[src/design/led_seq_consts.vh]
// Constants for the LED string fault sequencer.
// Assumes a 20 MHz system clock and comparator levels on all sense inputs.
//
// What this block does
// - Open in-use string: flag and disable it
// - High string with low neighbour: flag short
// - Faulty string off, healthy strings keep running
// - Current limit ends each switch on-phase
// - Overcurrent past fault timer latches off
// - Overvoltage stops switching, resumes when cleared
// - Thermal trip latches whole device off
// - Pull-up on sense pins during diagnostic
// - Low at diagnostic end means unused string
// - Converter starts only after diagnostic ends
// - Extra minimum-sense interval after soft-start
// - Fixed soft-start; start-up bounded in time
// - Sources follow dimming input directly
// - Fault flag low on device faults
// - Usage classification frozen after diagnostic
// - Skip detection on short dimming pulses
// - No short detection during soft-start
`ifndef LED_SEQ_CONSTS_VH
`define LED_SEQ_CONSTS_VH

// =====================================================================
// Clock and timing
`define CLK_MHZ          20
`define T_DIAG_US        1000
`define T_SOFT_US        2000
`define T_MINFB_US       1000
`define T_OC_US          128
`define T_MIN_ON_US      2
// Same spans in clk_sys cycles, sized to the counters that use them
`define DIAG_CYC         16'h4e20
`define SOFT_CYC         16'h9c40
`define MINFB_CYC        16'h4e20
`define OC_CYC           16'h0a00
`define MIN_ON_CYC       6'h28

// =====================================================================
// Register offsets
`define REG_CTRL         4'h0
`define REG_IN_USE       4'h1
`define REG_OPEN         4'h2
`define REG_SHORT        4'h3
`define REG_STATUS       4'h4

// Control field positions and reset value
`define CTRL_OPEN_EN     0
`define CTRL_SHORT_EN    1
`define CTRL_RESET       8'h03

// Status field positions
`define ST_OC_LATCH      0
`define ST_TH_LATCH      1
`define ST_OVP           2
`define ST_ALL_OPEN      3
`define ST_BOOST         4
`define ST_NORMAL        5

`endif

[src/design/string_channel.v]
// One LED string: usage capture, open and short fault flags, source enable.
// Assumes all inputs are synchronous to clk_sys.
`include "led_seq_consts.vh"

module string_channel (
   input  wire clk_sys,
   input  wire rst_n,
   input  wire off,
   input  wire capture,
   input  wire detect_hi,
   input  wire check_open,
   input  wire check_short,
   input  wire sense_open,
   input  wire sense_short,
   input  wire other_low,
   input  wire drive,
   output reg  in_use_q,
   output reg  open_q,
   output reg  short_q,
   output reg  src_en_q
);

   // =================================================================
   // Usage and fault state
   always @(posedge clk_sys or negedge rst_n) begin
      if (!rst_n) begin
         in_use_q <= 1'b0;
         open_q   <= 1'b0;
         short_q  <= 1'b0;
      end else if (off) begin
         in_use_q <= 1'b0;
         open_q   <= 1'b0;
         short_q  <= 1'b0;
      end else begin
         if (capture) begin
            in_use_q <= detect_hi;
         end
         if (check_open && in_use_q && sense_open) begin
            open_q <= 1'b1;
         end
         if (check_short && in_use_q && sense_short && other_low) begin
            short_q <= 1'b1;
         end
      end
   end

   // =================================================================
   // Source switch follows dimming, only for healthy strings
   always @(posedge clk_sys or negedge rst_n) begin
      if (!rst_n) begin
         src_en_q <= 1'b0;
      end else begin
         src_en_q <= drive & in_use_q & ~open_q & ~short_q;
      end
   end

endmodule // string_channel

[src/design/led_string_fault_sequencer.v]
// Start-up sequencer, fault handling and dimming for six LED strings.
// Assumes analog comparators drive the sense inputs asynchronously and
// the host reaches status over a simple strobe register port.
`include "led_seq_consts.vh"

module led_string_fault_sequencer #(
   parameter [15:0] DIAG_CYC  = `DIAG_CYC,
   parameter [15:0] SOFT_CYC  = `SOFT_CYC,
   parameter [15:0] MINFB_CYC = `MINFB_CYC
) (
   input  wire       clk_sys,
   input  wire       rstn,
   input  wire       enable,
   input  wire       dim_pwm,
   input  wire [5:0] sense_open,
   input  wire [5:0] sense_short,
   input  wire [5:0] sense_low_reg,
   input  wire [5:0] sense_detect,
   input  wire       switch_overcurrent,
   input  wire       output_overvolt_sense,
   input  wire       thermal_trip,
   input  wire       osc_set,
   input  wire       comp_trip,
   input  wire [3:0] reg_addr,
   input  wire [7:0] reg_wdata,
   input  wire       reg_wr,
   input  wire       reg_rd,
   output reg  [7:0] reg_rdata,
   output wire [5:0] string_src_en,
   output reg        pullup_en,
   output reg        boost_run,
   output reg        softstart_active,
   output reg        min_fb_ctrl,
   output reg        switch_gate,
   output reg        fault_flag_n_out,
   output reg        fault_flag_n_oe
);

   // =================================================================
   // States
   localparam [5:0] S_OFF   = 6'h01;
   localparam [5:0] S_DIAG  = 6'h02;
   localparam [5:0] S_SOFT  = 6'h04;
   localparam [5:0] S_MINFB = 6'h08;
   localparam [5:0] S_RUN   = 6'h10;
   localparam [5:0] S_LATCH = 6'h20;

   localparam [15:0] OC_CYC     = `OC_CYC;
   localparam [5:0]  MIN_ON_CYC = `MIN_ON_CYC;

   reg  [1:0]  rst_q;
   wire        rst_n;
   reg  [30:0] sync1_q;
   reg  [30:0] sync2_q;
   wire        en_s;
   wire        dim_s;
   wire [5:0]  open_s;
   wire [5:0]  short_s;
   wire [5:0]  low_s;
   wire [5:0]  det_s;
   wire        oc_s;
   wire        ovp_s;
   wire        th_s;
   wire        osc_s;
   wire        comp_s;
   reg  [5:0]  state_q;
   reg  [5:0]  state_d;
   reg  [15:0] tmr_q;
   reg  [15:0] oc_cnt_q;
   reg  [5:0]  on_cnt_q;
   reg         oc_lat_q;
   reg         th_lat_q;
   reg  [7:0]  ctrl_q;
   reg  [5:0]  other_low;
   wire [5:0]  in_use;
   wire [5:0]  open_f;
   wire [5:0]  short_f;
   wire        tmr_done;
   wire        oc_expire;
   wire        long_on;
   wire        detecting;
   wire        all_open;
   wire        off;
   wire        capture;
   wire        drive;
   integer     i;
   integer     j;

   // =================================================================
   // Reset release through two flip-flops
   always @(posedge clk_sys or negedge rstn) begin
      if (!rstn) begin
         rst_q <= 2'b00;
      end else begin
         rst_q <= {rst_q[0], 1'b1};
      end
   end
   assign rst_n = rst_q[1];

   // =================================================================
   // Two-stage synchroniser for every pin input except reset and the register port
   always @(posedge clk_sys or negedge rst_n) begin
      if (!rst_n) begin
         sync1_q <= 31'h0;
         sync2_q <= 31'h0;
      end else begin
         sync1_q <= {enable, dim_pwm, sense_open, sense_short,
                     sense_low_reg, sense_detect, switch_overcurrent,
                     output_overvolt_sense, thermal_trip, osc_set,
                     comp_trip};
         sync2_q <= sync1_q;
      end
   end

   // Synchronised field split
   assign en_s    = sync2_q[30];
   assign dim_s   = sync2_q[29];
   assign open_s  = sync2_q[28:23];
   assign short_s = sync2_q[22:17];
   assign low_s   = sync2_q[16:11];
   assign det_s   = sync2_q[10:5];
   assign oc_s    = sync2_q[4];
   assign ovp_s   = sync2_q[3];
   assign th_s    = sync2_q[2];
   assign osc_s   = sync2_q[1];
   assign comp_s  = sync2_q[0];

   // =================================================================
   // Sequencer
   assign tmr_done  = (state_q == S_DIAG  && tmr_q == DIAG_CYC - 16'h1) ||
                      (state_q == S_SOFT  && tmr_q == SOFT_CYC - 16'h1) ||
                      (state_q == S_MINFB && tmr_q == MINFB_CYC - 16'h1);
   assign oc_expire = oc_s && (oc_cnt_q == OC_CYC - 16'h1);
   assign all_open  = (in_use != 6'h00) &&
                      ((in_use & ~(open_f | short_f)) == 6'h00);

   // Next state
   always @* begin
      state_d = state_q;
      case (state_q)
         S_OFF: begin
            if (en_s) begin
               state_d = S_DIAG;
            end
         end
         S_DIAG: begin
            if (tmr_done) begin
               state_d = S_SOFT;
            end
         end
         S_SOFT: begin
            if (tmr_done) begin
               state_d = S_MINFB;
            end
         end
         S_MINFB: begin
            if (tmr_done) begin
               state_d = S_RUN;
            end
         end
         S_RUN: begin
            state_d = S_RUN;
         end
         S_LATCH: begin
            state_d = S_LATCH;
         end
         default: begin
            state_d = S_OFF;
         end
      endcase
      if (state_q != S_OFF && state_q != S_LATCH &&
          (th_s || oc_expire)) begin
         state_d = S_LATCH;
      end
      if (!en_s) begin
         state_d = S_OFF;
      end
   end

   // State and phase timer
   always @(posedge clk_sys or negedge rst_n) begin
      if (!rst_n) begin
         state_q <= S_OFF;
         tmr_q   <= 16'h0;
      end else begin
         state_q <= state_d;
         if (state_d != state_q) begin
            tmr_q <= 16'h0;
         end else if (tmr_q != 16'hffff) begin
            tmr_q <= tmr_q + 16'h1;
         end
      end
   end

   // =================================================================
   // Overcurrent fault timer and latches
   always @(posedge clk_sys or negedge rst_n) begin
      if (!rst_n) begin
         oc_cnt_q <= 16'h0;
         oc_lat_q <= 1'b0;
         th_lat_q <= 1'b0;
      end else if (!en_s) begin
         oc_cnt_q <= 16'h0;
         oc_lat_q <= 1'b0;
         th_lat_q <= 1'b0;
      end else begin
         if (!oc_s || !boost_run) begin
            oc_cnt_q <= 16'h0;
         end else if (!oc_expire) begin
            oc_cnt_q <= oc_cnt_q + 16'h1;
         end
         if (boost_run && oc_expire) begin
            oc_lat_q <= 1'b1;
         end
         if (state_q != S_OFF && th_s) begin
            th_lat_q <= 1'b1;
         end
      end
   end

   // =================================================================
   // Dimming on-time qualifier for fault detection
   always @(posedge clk_sys or negedge rst_n) begin
      if (!rst_n) begin
         on_cnt_q <= 6'h0;
      end else if (!dim_s) begin
         on_cnt_q <= 6'h0;
      end else if (on_cnt_q != MIN_ON_CYC) begin
         on_cnt_q <= on_cnt_q + 6'h1;
      end
   end
   assign long_on   = (on_cnt_q == MIN_ON_CYC);
   assign detecting = long_on && (state_q == S_MINFB || state_q == S_RUN);

   // =================================================================
   // Per-string channels
   assign off     = (state_q == S_OFF);
   assign capture = (state_q == S_DIAG) && tmr_done;
   assign drive   = dim_s && (state_q == S_MINFB || state_q == S_RUN);

   // Any other in-use string below regulation plus margin
   always @* begin
      other_low = 6'h00;
      for (i = 0; i < 6; i = i + 1) begin
         for (j = 0; j < 6; j = j + 1) begin
            if (j != i && in_use[j] && low_s[j]) begin
               other_low[i] = 1'b1;
            end
         end
      end
   end

   genvar g;
   generate
      for (g = 0; g < 6; g = g + 1) begin : g_str
         string_channel u_chan (
            .clk_sys     (clk_sys),
            .rst_n       (rst_n),
            .off         (off),
            .capture     (capture),
            .detect_hi   (det_s[g]),
            .check_open  (detecting && ctrl_q[`CTRL_OPEN_EN]),
            .check_short (detecting && ctrl_q[`CTRL_SHORT_EN]),
            .sense_open  (open_s[g]),
            .sense_short (short_s[g]),
            .other_low   (other_low[g]),
            .drive       (drive),
            .in_use_q    (in_use[g]),
            .open_q      (open_f[g]),
            .short_q     (short_f[g]),
            .src_en_q    (string_src_en[g])
         );
      end
   endgenerate

   // =================================================================
   // Phase outputs and boost switch gate
   always @(posedge clk_sys or negedge rst_n) begin
      if (!rst_n) begin
         pullup_en        <= 1'b0;
         boost_run        <= 1'b0;
         softstart_active <= 1'b0;
         min_fb_ctrl      <= 1'b0;
         switch_gate      <= 1'b0;
      end else begin
         pullup_en        <= (state_d == S_DIAG);
         boost_run        <= (state_d == S_SOFT || state_d == S_MINFB ||
                              state_d == S_RUN) && !all_open;
         softstart_active <= (state_d == S_SOFT);
         min_fb_ctrl      <= (state_d == S_MINFB);
         if (!boost_run || ovp_s || oc_s || comp_s) begin
            switch_gate <= 1'b0;
         end else if (osc_s) begin
            switch_gate <= 1'b1;
         end
      end
   end

   // =================================================================
   // Open-drain fault flag, pulled low while a device fault stands
   always @(posedge clk_sys or negedge rst_n) begin
      if (!rst_n) begin
         fault_flag_n_out <= 1'b0;
         fault_flag_n_oe  <= 1'b0;
      end else begin
         fault_flag_n_out <= 1'b0;
         fault_flag_n_oe  <= oc_lat_q | th_lat_q | (ovp_s & ~off) |
                             (all_open & ~off);
      end
   end

   // =================================================================
   // Register port: one write register, read data a cycle later
   always @(posedge clk_sys or negedge rst_n) begin
      if (!rst_n) begin
         ctrl_q <= `CTRL_RESET;
      end else if (reg_wr && reg_addr == `REG_CTRL) begin
         ctrl_q <= {6'h00, reg_wdata[1:0]};
      end
   end

   // Read mux
   always @(posedge clk_sys or negedge rst_n) begin
      if (!rst_n) begin
         reg_rdata <= 8'h00;
      end else if (reg_rd) begin
         case (reg_addr)
            `REG_CTRL:   reg_rdata <= ctrl_q;
            `REG_IN_USE: reg_rdata <= {2'b00, in_use};
            `REG_OPEN:   reg_rdata <= {2'b00, open_f};
            `REG_SHORT:  reg_rdata <= {2'b00, short_f};
            `REG_STATUS: begin
               reg_rdata <= 8'h00;
               reg_rdata[`ST_OC_LATCH] <= oc_lat_q;
               reg_rdata[`ST_TH_LATCH] <= th_lat_q;
               reg_rdata[`ST_OVP]      <= ovp_s;
               reg_rdata[`ST_ALL_OPEN] <= all_open;
               reg_rdata[`ST_BOOST]    <= boost_run;
               reg_rdata[`ST_NORMAL]   <= (state_q == S_RUN);
            end
            default:     reg_rdata <= 8'h00;
         endcase
      end else begin
         reg_rdata <= 8'h00;
      end
   end

endmodule // led_string_fault_sequencer

[config.mk]
export PLATFORM = sky130hd
export DESIGN_NAME = led_string_fault_sequencer
export DESIGN_NICKNAME = d
export VERILOG_FILES = /design/src/design/string_channel.v /design/src/design/led_string_fault_sequencer.v
export VERILOG_INCLUDE_DIRS = /design/src /design/src/design
export SDC_FILE = /design/constraint.sdc
export NUM_CORES = 1
export LEC_CHECK = 0
export BUFFER_PORTS_ARGS = -buffer_cell sky130_fd_sc_hd__buf_4
export CAP_MARGIN = 40
export CORE_UTILIZATION = 50
export CTS_BUF_LIST = sky130_fd_sc_hd__clkbuf_16
export DETAILED_ROUTE_END_ITERATION = 8
export PLACE_DENSITY = 0.7
export REMOVE_ABC_BUFFERS = 1
export SYNTH_ARGS = -nofsm -noshare
export SYNTH_HDL_FRONTEND = slang
export SYNTH_SLANG_ARGS = --single-unit
[constraint.sdc]
create_clock -name clk_sys -period 11.04 [get_ports clk_sys]
set_input_delay 0.552 -clock clk_sys [delete_from_list [all_inputs] [get_ports clk_sys]]
set_output_delay 0.552 -clock clk_sys [all_outputs]
set_load 0.005 [all_outputs]
; Word level (Yosys, flattened, before mapping)
; Index checks and enable logic that the tools add are counted.
[word_totals]
output_inout_bits = 21
elab_cells = 270
ff_bits = 148
in_bits = 47
[op_classes]
addsub = 3
eq_ne = 27
n_mux = 77
reduce_logical = 83
n_bitwise = 39
[op_table]
columns = op, n
row1 = two-way mux 16 bit, 5
row2 = two-way mux 1 bit, 62
row3 = logical AND 1 bit, 52
row4 = two-way mux 6 bit, 8
row5 = case mux 6 bit (6 select lines), 1
row6 = adder 16 x 1 -> 16 bit (second input constant), 2
row7 = case mux 6 bit (5 select lines), 1
row8 = nonzero test 2 bit, 15
row9 = AND 1 bit, 20
row10 = == test 16 x 12 -> 1 bit (second input constant), 1
row11 = == test 16 x 15 -> 1 bit (second input constant), 1
row12 = == test 16 bit (second input constant), 1
row13 = != test 16 bit (second input constant), 1
row14 = inverter 1 bit, 13
row15 = == test 6 x 2 -> 1 bit (second input constant), 2
row16 = == test 6 x 3 -> 1 bit (second input constant), 2
row17 = == test 6 x 4 -> 1 bit (second input constant), 2
row18 = == test 6 x 5 -> 1 bit (second input constant), 2
row19 = == test 6 bit (second input constant), 2
row20 = != test 6 bit (second input constant), 2
row21 = logical OR 1 bit, 10
row22 = == test 4 x 2 -> 1 bit (second input constant), 2
row23 = adder 6 x 1 -> 6 bit (second input constant), 1
row24 = AND 6 bit, 1
row25 = 14 further kinds, 20

; Longest topological paths before layout
; Gate-level depths: netlist (run 1).
[logic_depth]
depth_word = 12
depth_mapped = 10

; By module
; From an unflattened synthesis (run 1), not the netlist that was laid out.
[hier_totals]
cells_unflattened = 521
hier_area_um2 = 6039.5
[by_module_without_submodules]
columns = mod, cells_each, seq_area_each_um2, area_per_inst_um2, instances
row1 = led_string_fault_sequencer, 449, 3106.7, 5138.7, 1
row2 = string_channel, 12, 100.1, 150.1, 6

; Worst setup path after synthesis (run 1)
; No wires, ideal clock.
[synth_path]
path_kind = register -> register
startpoint = register tmr_q[7]
endpoint = register tmr_q[9]
setup_slack_ns = 8.671
path_buffers = 1
synth_period_minus_slack_ns = 2.369
t_arrival_ns = 2.247
path_stages_with_launch = 9
path_cell_list = dfrtp_1 or4b_2 nor4_1 o21ai_0 nand4b_1 a221oi_2 nand4b_4 buf_12 nor2_4
[synth_via]
elab_chain_len = 10
elab_cells_between_ends = 19
cone_classes = add/sub (1) / eq/ne (4) / mux (8) / reduce/logical (6)
[synth_lines]
columns = element, line_no
row1 = "start, declared", led_string_fault_sequencer.v:68  ; reg [15:0] tmr_q;
row2 = "start signal, assigned", led_string_fault_sequencer.v:190  ; tmr_q <= tmr_q + 16'h1;
row3 = == test 16 x 15 -> 1 bit / == test 16 bit (equally long branches), "led_string_fault_sequencer.v:130, led_string_fault_sequencer.v:132, led_string_fault_sequencer.v:131"
row4 = logical AND 1 bit (on tied branches), "led_string_fault_sequencer.v:130, led_string_fault_sequencer.v:131"
row5 = logical OR 1 bit, led_string_fault_sequencer.v:130  ; assign tmr_done = (state_q == S_DIAG && tmr_q == DIAG_CYC - 16'h1) ||
row6 = logical OR 1 bit, led_string_fault_sequencer.v:131  ; (state_q == S_SOFT && tmr_q == SOFT_CYC - 16'h1) ||
row7 = two-way mux 6 bit (on tied branches), "led_string_fault_sequencer.v:157, led_string_fault_sequencer.v:147, led_string_fault_sequencer.v:152"
row8 = case mux 6 bit (6 select lines), led_string_fault_sequencer.v:140  ; case (state_q)
row9 = two-way mux 6 bit, led_string_fault_sequencer.v:171  ; if (state_q != S_OFF && state_q != S_LATCH &&
row10 = two-way mux 6 bit, led_string_fault_sequencer.v:175  ; if (!en_s) begin
row11 = != test 6 bit, led_string_fault_sequencer.v:187  ; if (state_d != state_q) begin
row12 = two-way mux 16 bit / nonzero test 2 bit (equally long branches), n/a
; Several ways; a longest one is shown, not always the timed one. The select of a mux whose other input is x is not followed.
; A chain may end at the register's enable or synchronous reset.

; Final worst setup path (run 1)
[layout_path]
startpoint = register tmr_q[7]
endpoint = register g_str[4].u_chan.in_use_q
[layout_via]
elab_chain_len = 6
elab_cells_between_ends = 9
cone_classes = eq/ne (2) / reduce/logical (7)
[layout_lines]
columns = element, line_no
row1 = == test 16 x 15 -> 1 bit / == test 16 bit (equally long branches), "led_string_fault_sequencer.v:130, led_string_fault_sequencer.v:132, led_string_fault_sequencer.v:131"
row2 = logical AND 1 bit (on tied branches), "led_string_fault_sequencer.v:130, led_string_fault_sequencer.v:131"
row3 = logical OR 1 bit, led_string_fault_sequencer.v:130
row4 = logical OR 1 bit *, led_string_fault_sequencer.v:131
row5 = logical AND 1 bit *, led_string_fault_sequencer.v:238  ; assign capture = (state_q == S_DIAG) && tmr_done;
row6 = nonzero test 2 bit (no source line) *, n/a
row7 = "end signal, assigned", string_channel.v:36  ; in_use_q <= detect_hi;
row8 = "end, declared", string_channel.v:17  ; output reg in_use_q,
; Mark *: on every way between the ends. The rest lies on a longest branch, timed or not.

==> results of run 1 <==
## cell families after synthesis
group	Yosys count
simple gates	236
flops	148
compound gates	68
buf+inv	35
xor+xnor	34
mux	15
fa+ha+maj	4
other cells	2
## Yosys cell counts (all sizes together), types with 4 or more instances
cell | number | area (um2)
and3 | 7 | 48.8
nor4 | 8 | 80.1
nand3 | 14 | 70.1
a22oi | 5 | 37.5
ha | 4 | 50.1
nand2 | 65 | 244
buf | 18 | 135
xnor2 | 12 | 113
mux2i | 12 | 120
and2 | 5 | 31.3
inv | 9 | 33.8
clkbuf | 8 | 30.0
a41oi | 6 | 52.6
a21oi | 8 | 40.0
nor2 | 79 | 342
xor2 | 22 | 193
dfrtp | 145 | 3630
o21ai | 24 | 124
nand4 | 9 | 56.3
a31oi | 8 | 50.1
nor3 | 14 | 70.1
nor2b | 6 | 37.5
or4 | 4 | 33.8
## where the power goes
part           switching, mW  internal (mW)
combinational          0.125         0.0742
clock                  0.222          0.287
sequential            0.0301          0.575
total                  0.377          0.936
## final cells by class
class / instances / area (um2) / area share
clock buffer: 17 / 425 / 0.0590
multi-input combinational: 361 / 2240 / 0.310
tap: 147 / 184 / 0.0255
inverter: 9 / 33.8 / 0.00468
sequential: 148 / 3710 / 0.514
timing repair buffer: 63 / 515 / 0.0715
clock inverter: 15 / 109 / 0.0151
## state kept, by name (all words and copies together), names as in the netlist, 2 cells and up
| name | cells |
|---|---|
| sync1_q | 31 |
| sync2_q | 31 |
| oc_cnt_q | 16 |
| tmr_q | 16 |
| g_str.u_chan.in_use_q | 6 |
| g_str.u_chan.open_q | 6 |
| g_str.u_chan.short_q | 6 |
| g_str.u_chan.src_en_q | 6 |
| on_cnt_q | 6 |
| reg_rdata | 6 |
| state_q | 6 |
| ctrl_q | 2 |
| rst_q | 2 |
## routing by layer
layer	vias to the layer above	share of wire	global-route usage
met2	112	0.52	0.359
li1	1990	-	-
met1	2034	0.41	0.238
met5	-	0	0
met4	0	0.026	0.108
met3	20	0.042	0.0541
## final timing paths
path | startpoint | endpoint | cells after the start
worst max-delay path | tmr_q[7] | g_str[4].u_chan.in_use_q | 5
min in group clk_sys | sense_detect[4] | sync1_q[9] | 1
max in group asynchronous | rst_q[1] | ctrl_q[0] | 3
worst min register to register | rst_q[1] | g_str[0].u_chan.src_en_q | 0
worst max register to register | tmr_q[7] | g_str[4].u_chan.in_use_q | 5
worst min-delay path | rst_q[1] | g_str[0].u_chan.src_en_q | 0
## what timing repair did
action | CTS | global route
resized for setup | 0 | 0
endpoints found under the hold margin | 2 | 0
hold buffers | 1 | 0
## layout by cell type (no fill, tap or decap), drive strengths merged, types with 4 or more instances in the layout
| cell | synthesis | layout |
|---|---|---|
| nor2b | 6 | 6 |
| a41oi | 6 | 6 |
| xor2 | 22 | 22 |
| nor4 | 8 | 8 |
| mux2i | 12 | 12 |
| xnor2 | 12 | 12 |
| or4 | 4 | 4 |
| clkinv | 0 | 7 |
| buf | 18 | 62 |
| o21ai | 24 | 24 |
| conb | 2 | 4 |
| nand4 | 9 | 9 |
| nand3 | 14 | 14 |
| and2 | 5 | 5 |
| clkinvlp | 0 | 4 |
| and3 | 7 | 7 |
| inv | 9 | 13 |
| nand2 | 65 | 65 |
| a22oi | 5 | 5 |
| nor3 | 14 | 14 |
| nor2 | 79 | 79 |
| a21oi | 8 | 8 |
| dfrtp | 145 | 145 |
| a31oi | 8 | 8 |
| ha | 4 | 4 |
| clkbuf | 8 | 17 |
## critical path, delay by kind of cell, from the launching register on
kind	cells	cell delay (ns)
and+or+nand+nor	3	1.89
DFF	1	0.43
AOI/OAI and AO/OA	2	0.60
## per-stage QoR
step	total power, mW	util	setup slack [ns]
floorplan	0.743	-	6.62
global placement	0.803	0.553	8.10
detailed placement	0.811	0.558	7.99
CTS	1.33	0.603	8.01
global route	1.37	0.603	7.67
finish	1.31	0.603	7.98
==> flow_summary.ini, run 1 <==
[synth]
synthCells = 542
yosysWarnings = 0
yosys.area_share.simple = 0.202
synthFlopType = dfrtp_1
syn_area_per_cell_um2 = 11.3
synth_cell_type_count = 64
synth-compound-area-share = 0.0769
synth_top_family_by_area = simple AND/OR/NAND/NOR gates
synth_edf_count = 0
synth_mux_area_frac = 0.0251
synthXorXnorAreaFrac = 0.0498
ys_ff_latch = 148
synth_fa_ha_area_frac = 0.00816
async_flop_share = 1.00
syn_area_mm2 = 0.00613
seq_area_frac_synth = 0.604

[clock_network]
clock-sinks = 148
cts_buffer_depth = 2
cts_root_buf = clkbuf_16
cts_tree = done
clk_latency_ns = 0.42
path_clk_slew_ns = 0.06
cts_setup_buffers = 0
cts_buffers = 17
htree_levels = 4

[setup_path]
critical_path_required_ns = 11.31
path_max_fanout = 13
critPathKind = reg -> reg
crit_path_frequent_cell = o21ai_0
end_kind = flip-flop
worstPathCellList = or4b_2 -> nor4_1 -> o21ai_0 -> nor2b_1 -> o21ai_0
startpoint_type = flip-flop
slowest_stage = or4b_2
rrSetupSlack_ns = 7.98
critPathMaxStageDelay_ns = 0.69
arrival_ns = 3.33

[routing]
drt_iter0_drc = 173
wl_mm = 11.8
num_vias = 4156
final_antenna_net_count = 0
drc = 0
via_per_inst = 5.47
wl_per_cell_um = 15.6
firstDrtPassIters = 4

[placement]
globalplace.congestion = 0.900
dpl.hpwl_mm = 8.13
dpl_cell_area_mm2 = 0.00667
port_buffers = 58
place_inst = 727

[floorplanning]
num_io_pins = 68
start_util = 0.513
die_area_mm2 = 0.0127
die-height_um = 113
core_mm2 = 0.0120
fp-row-count = 40
die_w_um = 113

[power]
ir_drop_mv = 0.125
power_leakage_nw = 3.23
powerDensity_mw_per_mm2 = 182

[sta]
fin_crit_sh = 0.277
finalHoldWorstSlack_ns = 0.193
fin_tns_setup_ns = 0
setup_viol = 0
post-route-min-period_ns = 3.06
hold_viol_final = 0
relSlewSlack = 0.428
slew_viol_final = 0
rsz0062_at_grt = false
max_freq_mhz = 327
tightest_slew_ns = 0.856
skew_ns = 0.0106

[final_layout]
area_growth_syn_to_layout_pct = 17.6
n_antenna_cell = 0
final_nets = 651
final_layout_size_suffix_gt1_frac = 0.199
fin_area_mm2 = 0.00721
layout.cells.non_filler = 760
nFillCells = 979

[global_routing]
grt_start_max_net_pins = 73
grt_pass1_wl_mm = 20.1
track_usage = 0.207
gr-total-overflow = 0
antenna_found_initial = 0
grt_pass1_vias = 4318

[run]
drv_cap = 0

[hold_path]
hold_path_class = reg -> async

[outcome]
status = finished, final reports clean
Power figures use the tool's default switching activity.
==> inputs of run 2 (changes only) <==
--- a/config.mk
+++ b/config.mk
@@ -11,7 +11,7 @@
 export CORE_UTILIZATION = 50
 export CTS_BUF_LIST = sky130_fd_sc_hd__clkbuf_16
 export DETAILED_ROUTE_END_ITERATION = 8
-export PLACE_DENSITY = 0.7
+export PLACE_DENSITY = 0.72
 export REMOVE_ABC_BUFFERS = 1
 export SYNTH_ARGS = -nofsm -noshare
 export SYNTH_HDL_FRONTEND = slang
==> constraint.sdc (replaced) <==
create_clock -name clk_sys -period 2.7 [get_ports clk_sys]
set_input_delay 0.135 -clock clk_sys [delete_from_list [all_inputs] [get_ports clk_sys]]
set_output_delay 0.135 -clock clk_sys [all_outputs]
set_load 0.005 [all_outputs]
==> run 2 against run 1 <==
  * Wire length is 11% higher
  * Via count grew 7.4%
  * Flip-flop and latch count is the same
  * Clock-buffer cell count did not move
  * Total power grew to 4.4 times the previous value
  * Non-clock buffer count is 62 higher
  * Die area unchanged
  * Sequential power rose to 4.1 times the previous value
  * Fmax increased by 18%
  * Register-to-register slack got worse by 7.9 ns
  * Largest cell class unchanged
==> flow_summary.ini, run 2 (synthesis results as in run 1) <==
[floorplanning]
num_io_pins = 68
die_w_um = 113
die-height_um = 113
start_util = 0.513
core_mm2 = 0.0120
die_area_mm2 = 0.0127
fp-row-count = 40

[final_layout]
reg.largest.list = sync1_q: 31 flops, sync2_q: 31 flops
final_layout_size_suffix_gt1_frac = 0.227
most-common-layout-cells = 144 x dfrtp_1, 88 x buf_4, 68 x nor2_1
fin_area_mm2 = 0.00779
area_growth_syn_to_layout_pct = 26.9
nFillCells = 861
fin_util = 0.651
final_nets = 713
layout_commonest_cell = dfrtp_1
n_antenna_cell = 0

[clock_network]
clk_latency_ns = 0.42
cts_buffer_depth = 2
cts_root_buf = clkbuf_16
htree_levels = 4
path_clk_slew_ns = 0.06
cts_buffers = 17
cts_tree = done
clock-sinks = 148

[routing]
via_per_inst = 5.43
drt_iter0_drc = 261
firstDrtPassIters = 6
final_antenna_net_count = 0
num_vias = 4465
wl_mm = 13.1
drc = 0
wl_per_cell_um = 15.9

[sta]
post-route-min-period_ns = 2.59
rsz0062_at_grt = true
setup_viol = 0
max_freq_mhz = 386
tightest_slew_ns = 0.752
slew_viol_final = 0
skew_ns = 0.00677
hold_viol_final = 0
relSlewSlack = 0.498
fin_crit_sh = 0.959
fin_tns_setup_ns = 0

[setup_path]
reg2reg_from = oc_cnt_q[12]
startpoint_type = flip-flop
r2r_end = tmr_q[12]
path_max_fanout = 8
critPathMaxStageDelay_ns = 0.54
arrival_ns = 2.93
critical_path_required_ns = 3.05
end_kind = flip-flop
rrSetupSlack_ns = 0.11
critPathKind = reg -> reg
reg2reg_depth = 8
slowest_stage = or4b_4
worstPathCellList = or4b_4 -> nor4_4 -> or2_1 -> o21ai_1 -> a221oi_2 -> nand4b_4 -> buf_12 -> nor2_1

[global_routing]
grt_pass1_vias = 4499
grt_pass1_wl_mm = 21.4
track_usage = 0.222
grt_start_max_net_pins = 58
gr-total-overflow = 0
antenna_found_initial = 0

[placement]
dpl.hpwl_mm = 8.70
globalplace.congestion = 0.894
dpl_cell_area_mm2 = 0.00680
port_buffers = 58

[outcome]
status = finished, final reports clean

[power]
finalPower_mw = 5.73
power_leakage_nw = 3.54
powerDensity_mw_per_mm2 = 736
ir_drop_mv = 0.461

[hold_path]
hold_path_class = in -> async

[run]
drv_cap = 0
[run 2: changes by cell type in the layout (fill, tap and decap cells not counted), moves of 2 or more]
cell / delta
buf_16: -2
buf_4: +28
dlygate4sd3_1: +33
clkinv_4: -3
buf_12: +2
inv_6: -2
clkinvlp_4: +2
[run 2: power by group]
group,switching [mW],internal [mW]
Sequential,0.112,2.35
Combinational,0.585,0.535
Clock,0.898,1.25
Total,1.59,4.14
[run 2: stage by stage]
stage	hold slack, ns	std cells	setup slack [ns]
finish	0.0327	822	0.112
detailed placement	-0.0770	746	0.0671
global placement	-0.0824	746	0.101
global route	0.0244	822	-0.0431
CTS	0.0174	812	0.0486
floorplan	-0.161	518	-1.72
[run 2: how the worst max path moves through the flow]
stage,endpoint,from,depth (start not counted)
global placement,tmr_q[11],oc_cnt_q[10],8
detailed placement,tmr_q[11],state_q[3],8
CTS,tmr_q[12],state_q[3],8
finish,tmr_q[12],oc_cnt_q[12],8
floorplan,boost_run,rst_q[1],0
global route,tmr_q[12],oc_cnt_q[10],8
[run 2: per-layer routing]
layer	wire length, um	track usage	vias to the layer above
li1	-	-	2109
met1	5110	0.257	2170
met2	6900	0.389	156
met3	648	0.0455	30
met4	407	0.116	0
met5	0	0	-
[run 2: area by class of cell]
type                       instances  area (um2)  share of cell area
timing repair buffer             125        1070               0.137
inverter                           9        33.8             0.00434
clock inverter                    15         119              0.0153
tap                              147         184              0.0236
sequential                       148        3710               0.477
clock buffer                      17         425              0.0546
multi-input combinational        361        2250               0.289
[run 2: repair_timing]
action / in CTS / in global routing
buffers inserted: 0 / 9
hold buffers: 34 / 0
gates resized for setup: 0 / 3
endpoints found under the hold margin: 35 / 0
setup endpoints to repair: 0 / 16
[run 2: critical path, delay by kind of cell (launching register included)]
family / cells / cell delay, ns
DFF: 1 / 0.41
AOI/OAI and AO/OA: 2 / 0.41
and+or+nand+nor: 5 / 1.48
buffers and inverters: 1 / 0.21
==> inputs of run 3 (changes only) <==
--- a/config.mk
+++ b/config.mk
@@ -6,12 +6,13 @@
 export SDC_FILE = /design/constraint.sdc
 export NUM_CORES = 1
 export LEC_CHECK = 0
+export ABC_AREA = 1
 export BUFFER_PORTS_ARGS = -buffer_cell sky130_fd_sc_hd__buf_4
 export CAP_MARGIN = 40
 export CORE_UTILIZATION = 50
 export CTS_BUF_LIST = sky130_fd_sc_hd__clkbuf_16
 export DETAILED_ROUTE_END_ITERATION = 8
-export PLACE_DENSITY = 0.72
+export PLACE_DENSITY = 0.73
 export REMOVE_ABC_BUFFERS = 1
 export SYNTH_ARGS = -nofsm -noshare
 export SYNTH_HDL_FRONTEND = slang
==> run 3 against run 2 <==
  * Critical path depth up 6
  * Worst hold slack got worse by 0.0098 ns
  * First-iteration DRC count rose by 33%
  * Cell area decreased by 1.3%
  * Clock power up 7%
  * Wire length is 5.3% lower
  * Via count up 3.4%
  * Synthesized cell count grew 16%
  * Clock skew grew 0.0046 ns
  * Total power decreased by 1.3%
  * Critical endpoint is now tmr_q[0]
  * Largest power group unchanged
  * Highest routed layer unchanged
==> flow_summary.ini, run 3 <==
[synth]
async_flop_share = 1.00
yosysWarnings = 0
synth_most_common_cell = dfrtp_1
synth_edf_count = 0
syn_area_per_cell_um2 = 9.83
synth_common_cells = 145 x dfrtp_1, 87 x nand2_1, 78 x nor2_1
ys_ff_latch = 148
post-synth-top-area-fraction = 0.587
syn_area_mm2 = 0.00618
seq_area_frac_synth = 0.600
synthCells = 629
yosys.area.top_type = dfrtp_1
synth_cell_type_count = 45
netlist_top_cells_area = dfrtp_1 59%, nand2_1 5.3%, nor2_1 4.7%, inv_1 4.4%, nand3_1 4.4%
synthFlopType = dfrtp_1

[sta]
fin_crit_sh = 0.870
fin_tns_setup_ns = 0
hold_viol_final = 0
relSlewSlack = 0.525
rsz0062_at_grt = false
slew_viol_final = 0
tightest_slew_ns = 0.707
max_freq_mhz = 426
skew_ns = 0.0114
post-route-min-period_ns = 2.35
setup_viol = 0

[final_layout]
area_growth_syn_to_layout_pct = 24.3
n_antenna_cell = 0
most-common-layout-cells = 144 x dfrtp_1, 87 x nand2_1, 78 x nor2_1
fin_util = 0.640
layout_commonest_cell = dfrtp_1
final_layout_size_suffix_gt1_frac = 0.190
layout.cells.non_filler = 891
final_nets = 783
reg.largest.list = sync1_q: 31 flops, sync2_q: 31 flops

[power]
p_switching_mw = 1.63
power_leakage_nw = 3.56
seq_power_share = 0.434
power.clock.fraction = 0.405
powerDensity_mw_per_mm2 = 736
internal_power_mw = 4.03
pwr-share-comb = 0.161
ir_drop_mv = 0.525
switching_share = 0.288

[clock_network]
path_clk_slew_ns = 0.06
cts_buffer_depth = 2
clk_latency_ns = 0.42
clock-sinks = 148
cts_setup_buffers = 0
htree_levels = 4
cts_buffers = 17
cts_tree = done
cts_root_buf = clkbuf_16

[setup_path]
arrival_ns = 2.68
path_max_fanout = 16
critical_path_required_ns = 3.03
critPathKind = reg -> reg
end_kind = flip-flop
startpoint_type = flip-flop

[routing]
num_vias = 4615
drt_iter0_drc = 347
final_antenna_net_count = 0
wl_per_cell_um = 13.9
wl_mm = 12.4
drc = 0
firstDrtPassIters = 5
via_per_inst = 5.18

[placement]
dpl.hpwl_mm = 8.57
place_inst = 826
port_buffers = 58
globalplace.congestion = 0.882

[floorplanning]
die_w_um = 113
die_area_mm2 = 0.0128
num_io_pins = 68
die-height_um = 113
core_mm2 = 0.0120
fp-row-count = 40
start_util = 0.515

[hold_path]
hold_path_class = in -> async

[global_routing]
grt_pass1_wl_mm = 21.3
antenna_found_initial = 0
track_usage = 0.216
grt_pass1_vias = 4615
gr-total-overflow = 0
grt_start_max_net_pins = 56

[outcome]
status = finished, final reports clean

[run]
drv_cap = 0
==> run 3: kinds of logic after synthesis <==
group,after synthesis,synth area share
buf+inv,95,0.0652
compound gates,77,0.0725
fa+ha+maj,4,0.00810
simple gates,287,0.230
mux,1,0.00162
xor+xnor,15,0.0213
other cells,2,0.00122
flops,148,0.600
==> run 3: path summary, 6_finish.rpt <==
check	slack (ns)	cells past startpoint	start	endpoint
max in group asynchronous	1.52	1	rst_q[1]	ctrl_q[0]
min	0.02	2	rstn	rst_q[1]
max	0.35	14	tmr_q[0]	tmr_q[0]
max reg2reg	0.35	14	tmr_q[0]	tmr_q[0]
min in group clk_sys	0.04	3	reg_wr	ctrl_q[1]
min reg2reg	0.35	0	sync1_q[0]	sync2_q[0]
==> run 3: area by class of cell <==
| class | count | area (um2) |
|---|---|---|
| Fill cell | 964 | 4330 |
| Sequential cell | 148 | 3710 |
| Multi-Input combinational cell | 388 | 2080 |
| Timing Repair Buffer | 95 | 823 |
| Clock buffer | 17 | 425 |
| Inverter | 82 | 308 |
| Tap cell | 147 | 184 |
| Clock inverter | 14 | 154 |
==> run 3: power groups by stage <==
| stage | Sequential [mW] | Clock, mW | Combinational, mW |
|---|---|---|---|
| finish | 2.46 | 2.29 | 0.911 |
| global route | 2.47 | 2.43 | 1.01 |
| CTS | 2.46 | 2.33 | 0.918 |
| detailed placement | 2.50 | 0 | 0.871 |
| global placement | 2.49 | 0 | 0.847 |
| floorplan | 2.49 | 0 | 0.622 |
==> run 3: critical path: stages (launching register included) <==
cell and delay, ns:
dfrtp_1 0.40, ha_1 0.25, inv_1 0.08, nor2_2 0.05, nand2_1 0.12, nor2_1 0.07, nand2_2 0.10, nand2_2 0.12
a21oi_1 0.15, nand2_1 0.10, nand2_1 0.09, nand2_1 0.08, nor2_4 0.10, nand3_4 0.31, nor2_1 0.22
==> run 3: layer usage <==
metal	up-vias	part of all wire	GRT usage
met1	2210	0.44	0.286
li1	2239	-	-
met3	12	0.057	0.0616
met2	154	0.49	0.344
met4	0	0.012	0.0693
met5	-	0	0
==> run 3: through the flow <==
stage	total power, mW	setup slack (ns)	hold slack [ns]	instance area, um2
2_1_floorplan	3.11	-1.72	-0.161	6090
3_3_place_gp	3.34	0.450	-0.0830	6760
3_5_place_dp	3.37	0.342	-0.0822	6760
4_1_cts	5.70	0.331	0.00952	7680
5_1_grt	5.91	0.0972	0.0229	7680
6_report	5.66	0.352	0.0229	7680
==> run 3: repair_timing <==
| item | in CTS | in global routing |
|---|---|---|
| resized for setup | 0 | 0 |
| hold buffers | 34 | 0 |
| hold endpoints to repair | 35 | 0 |
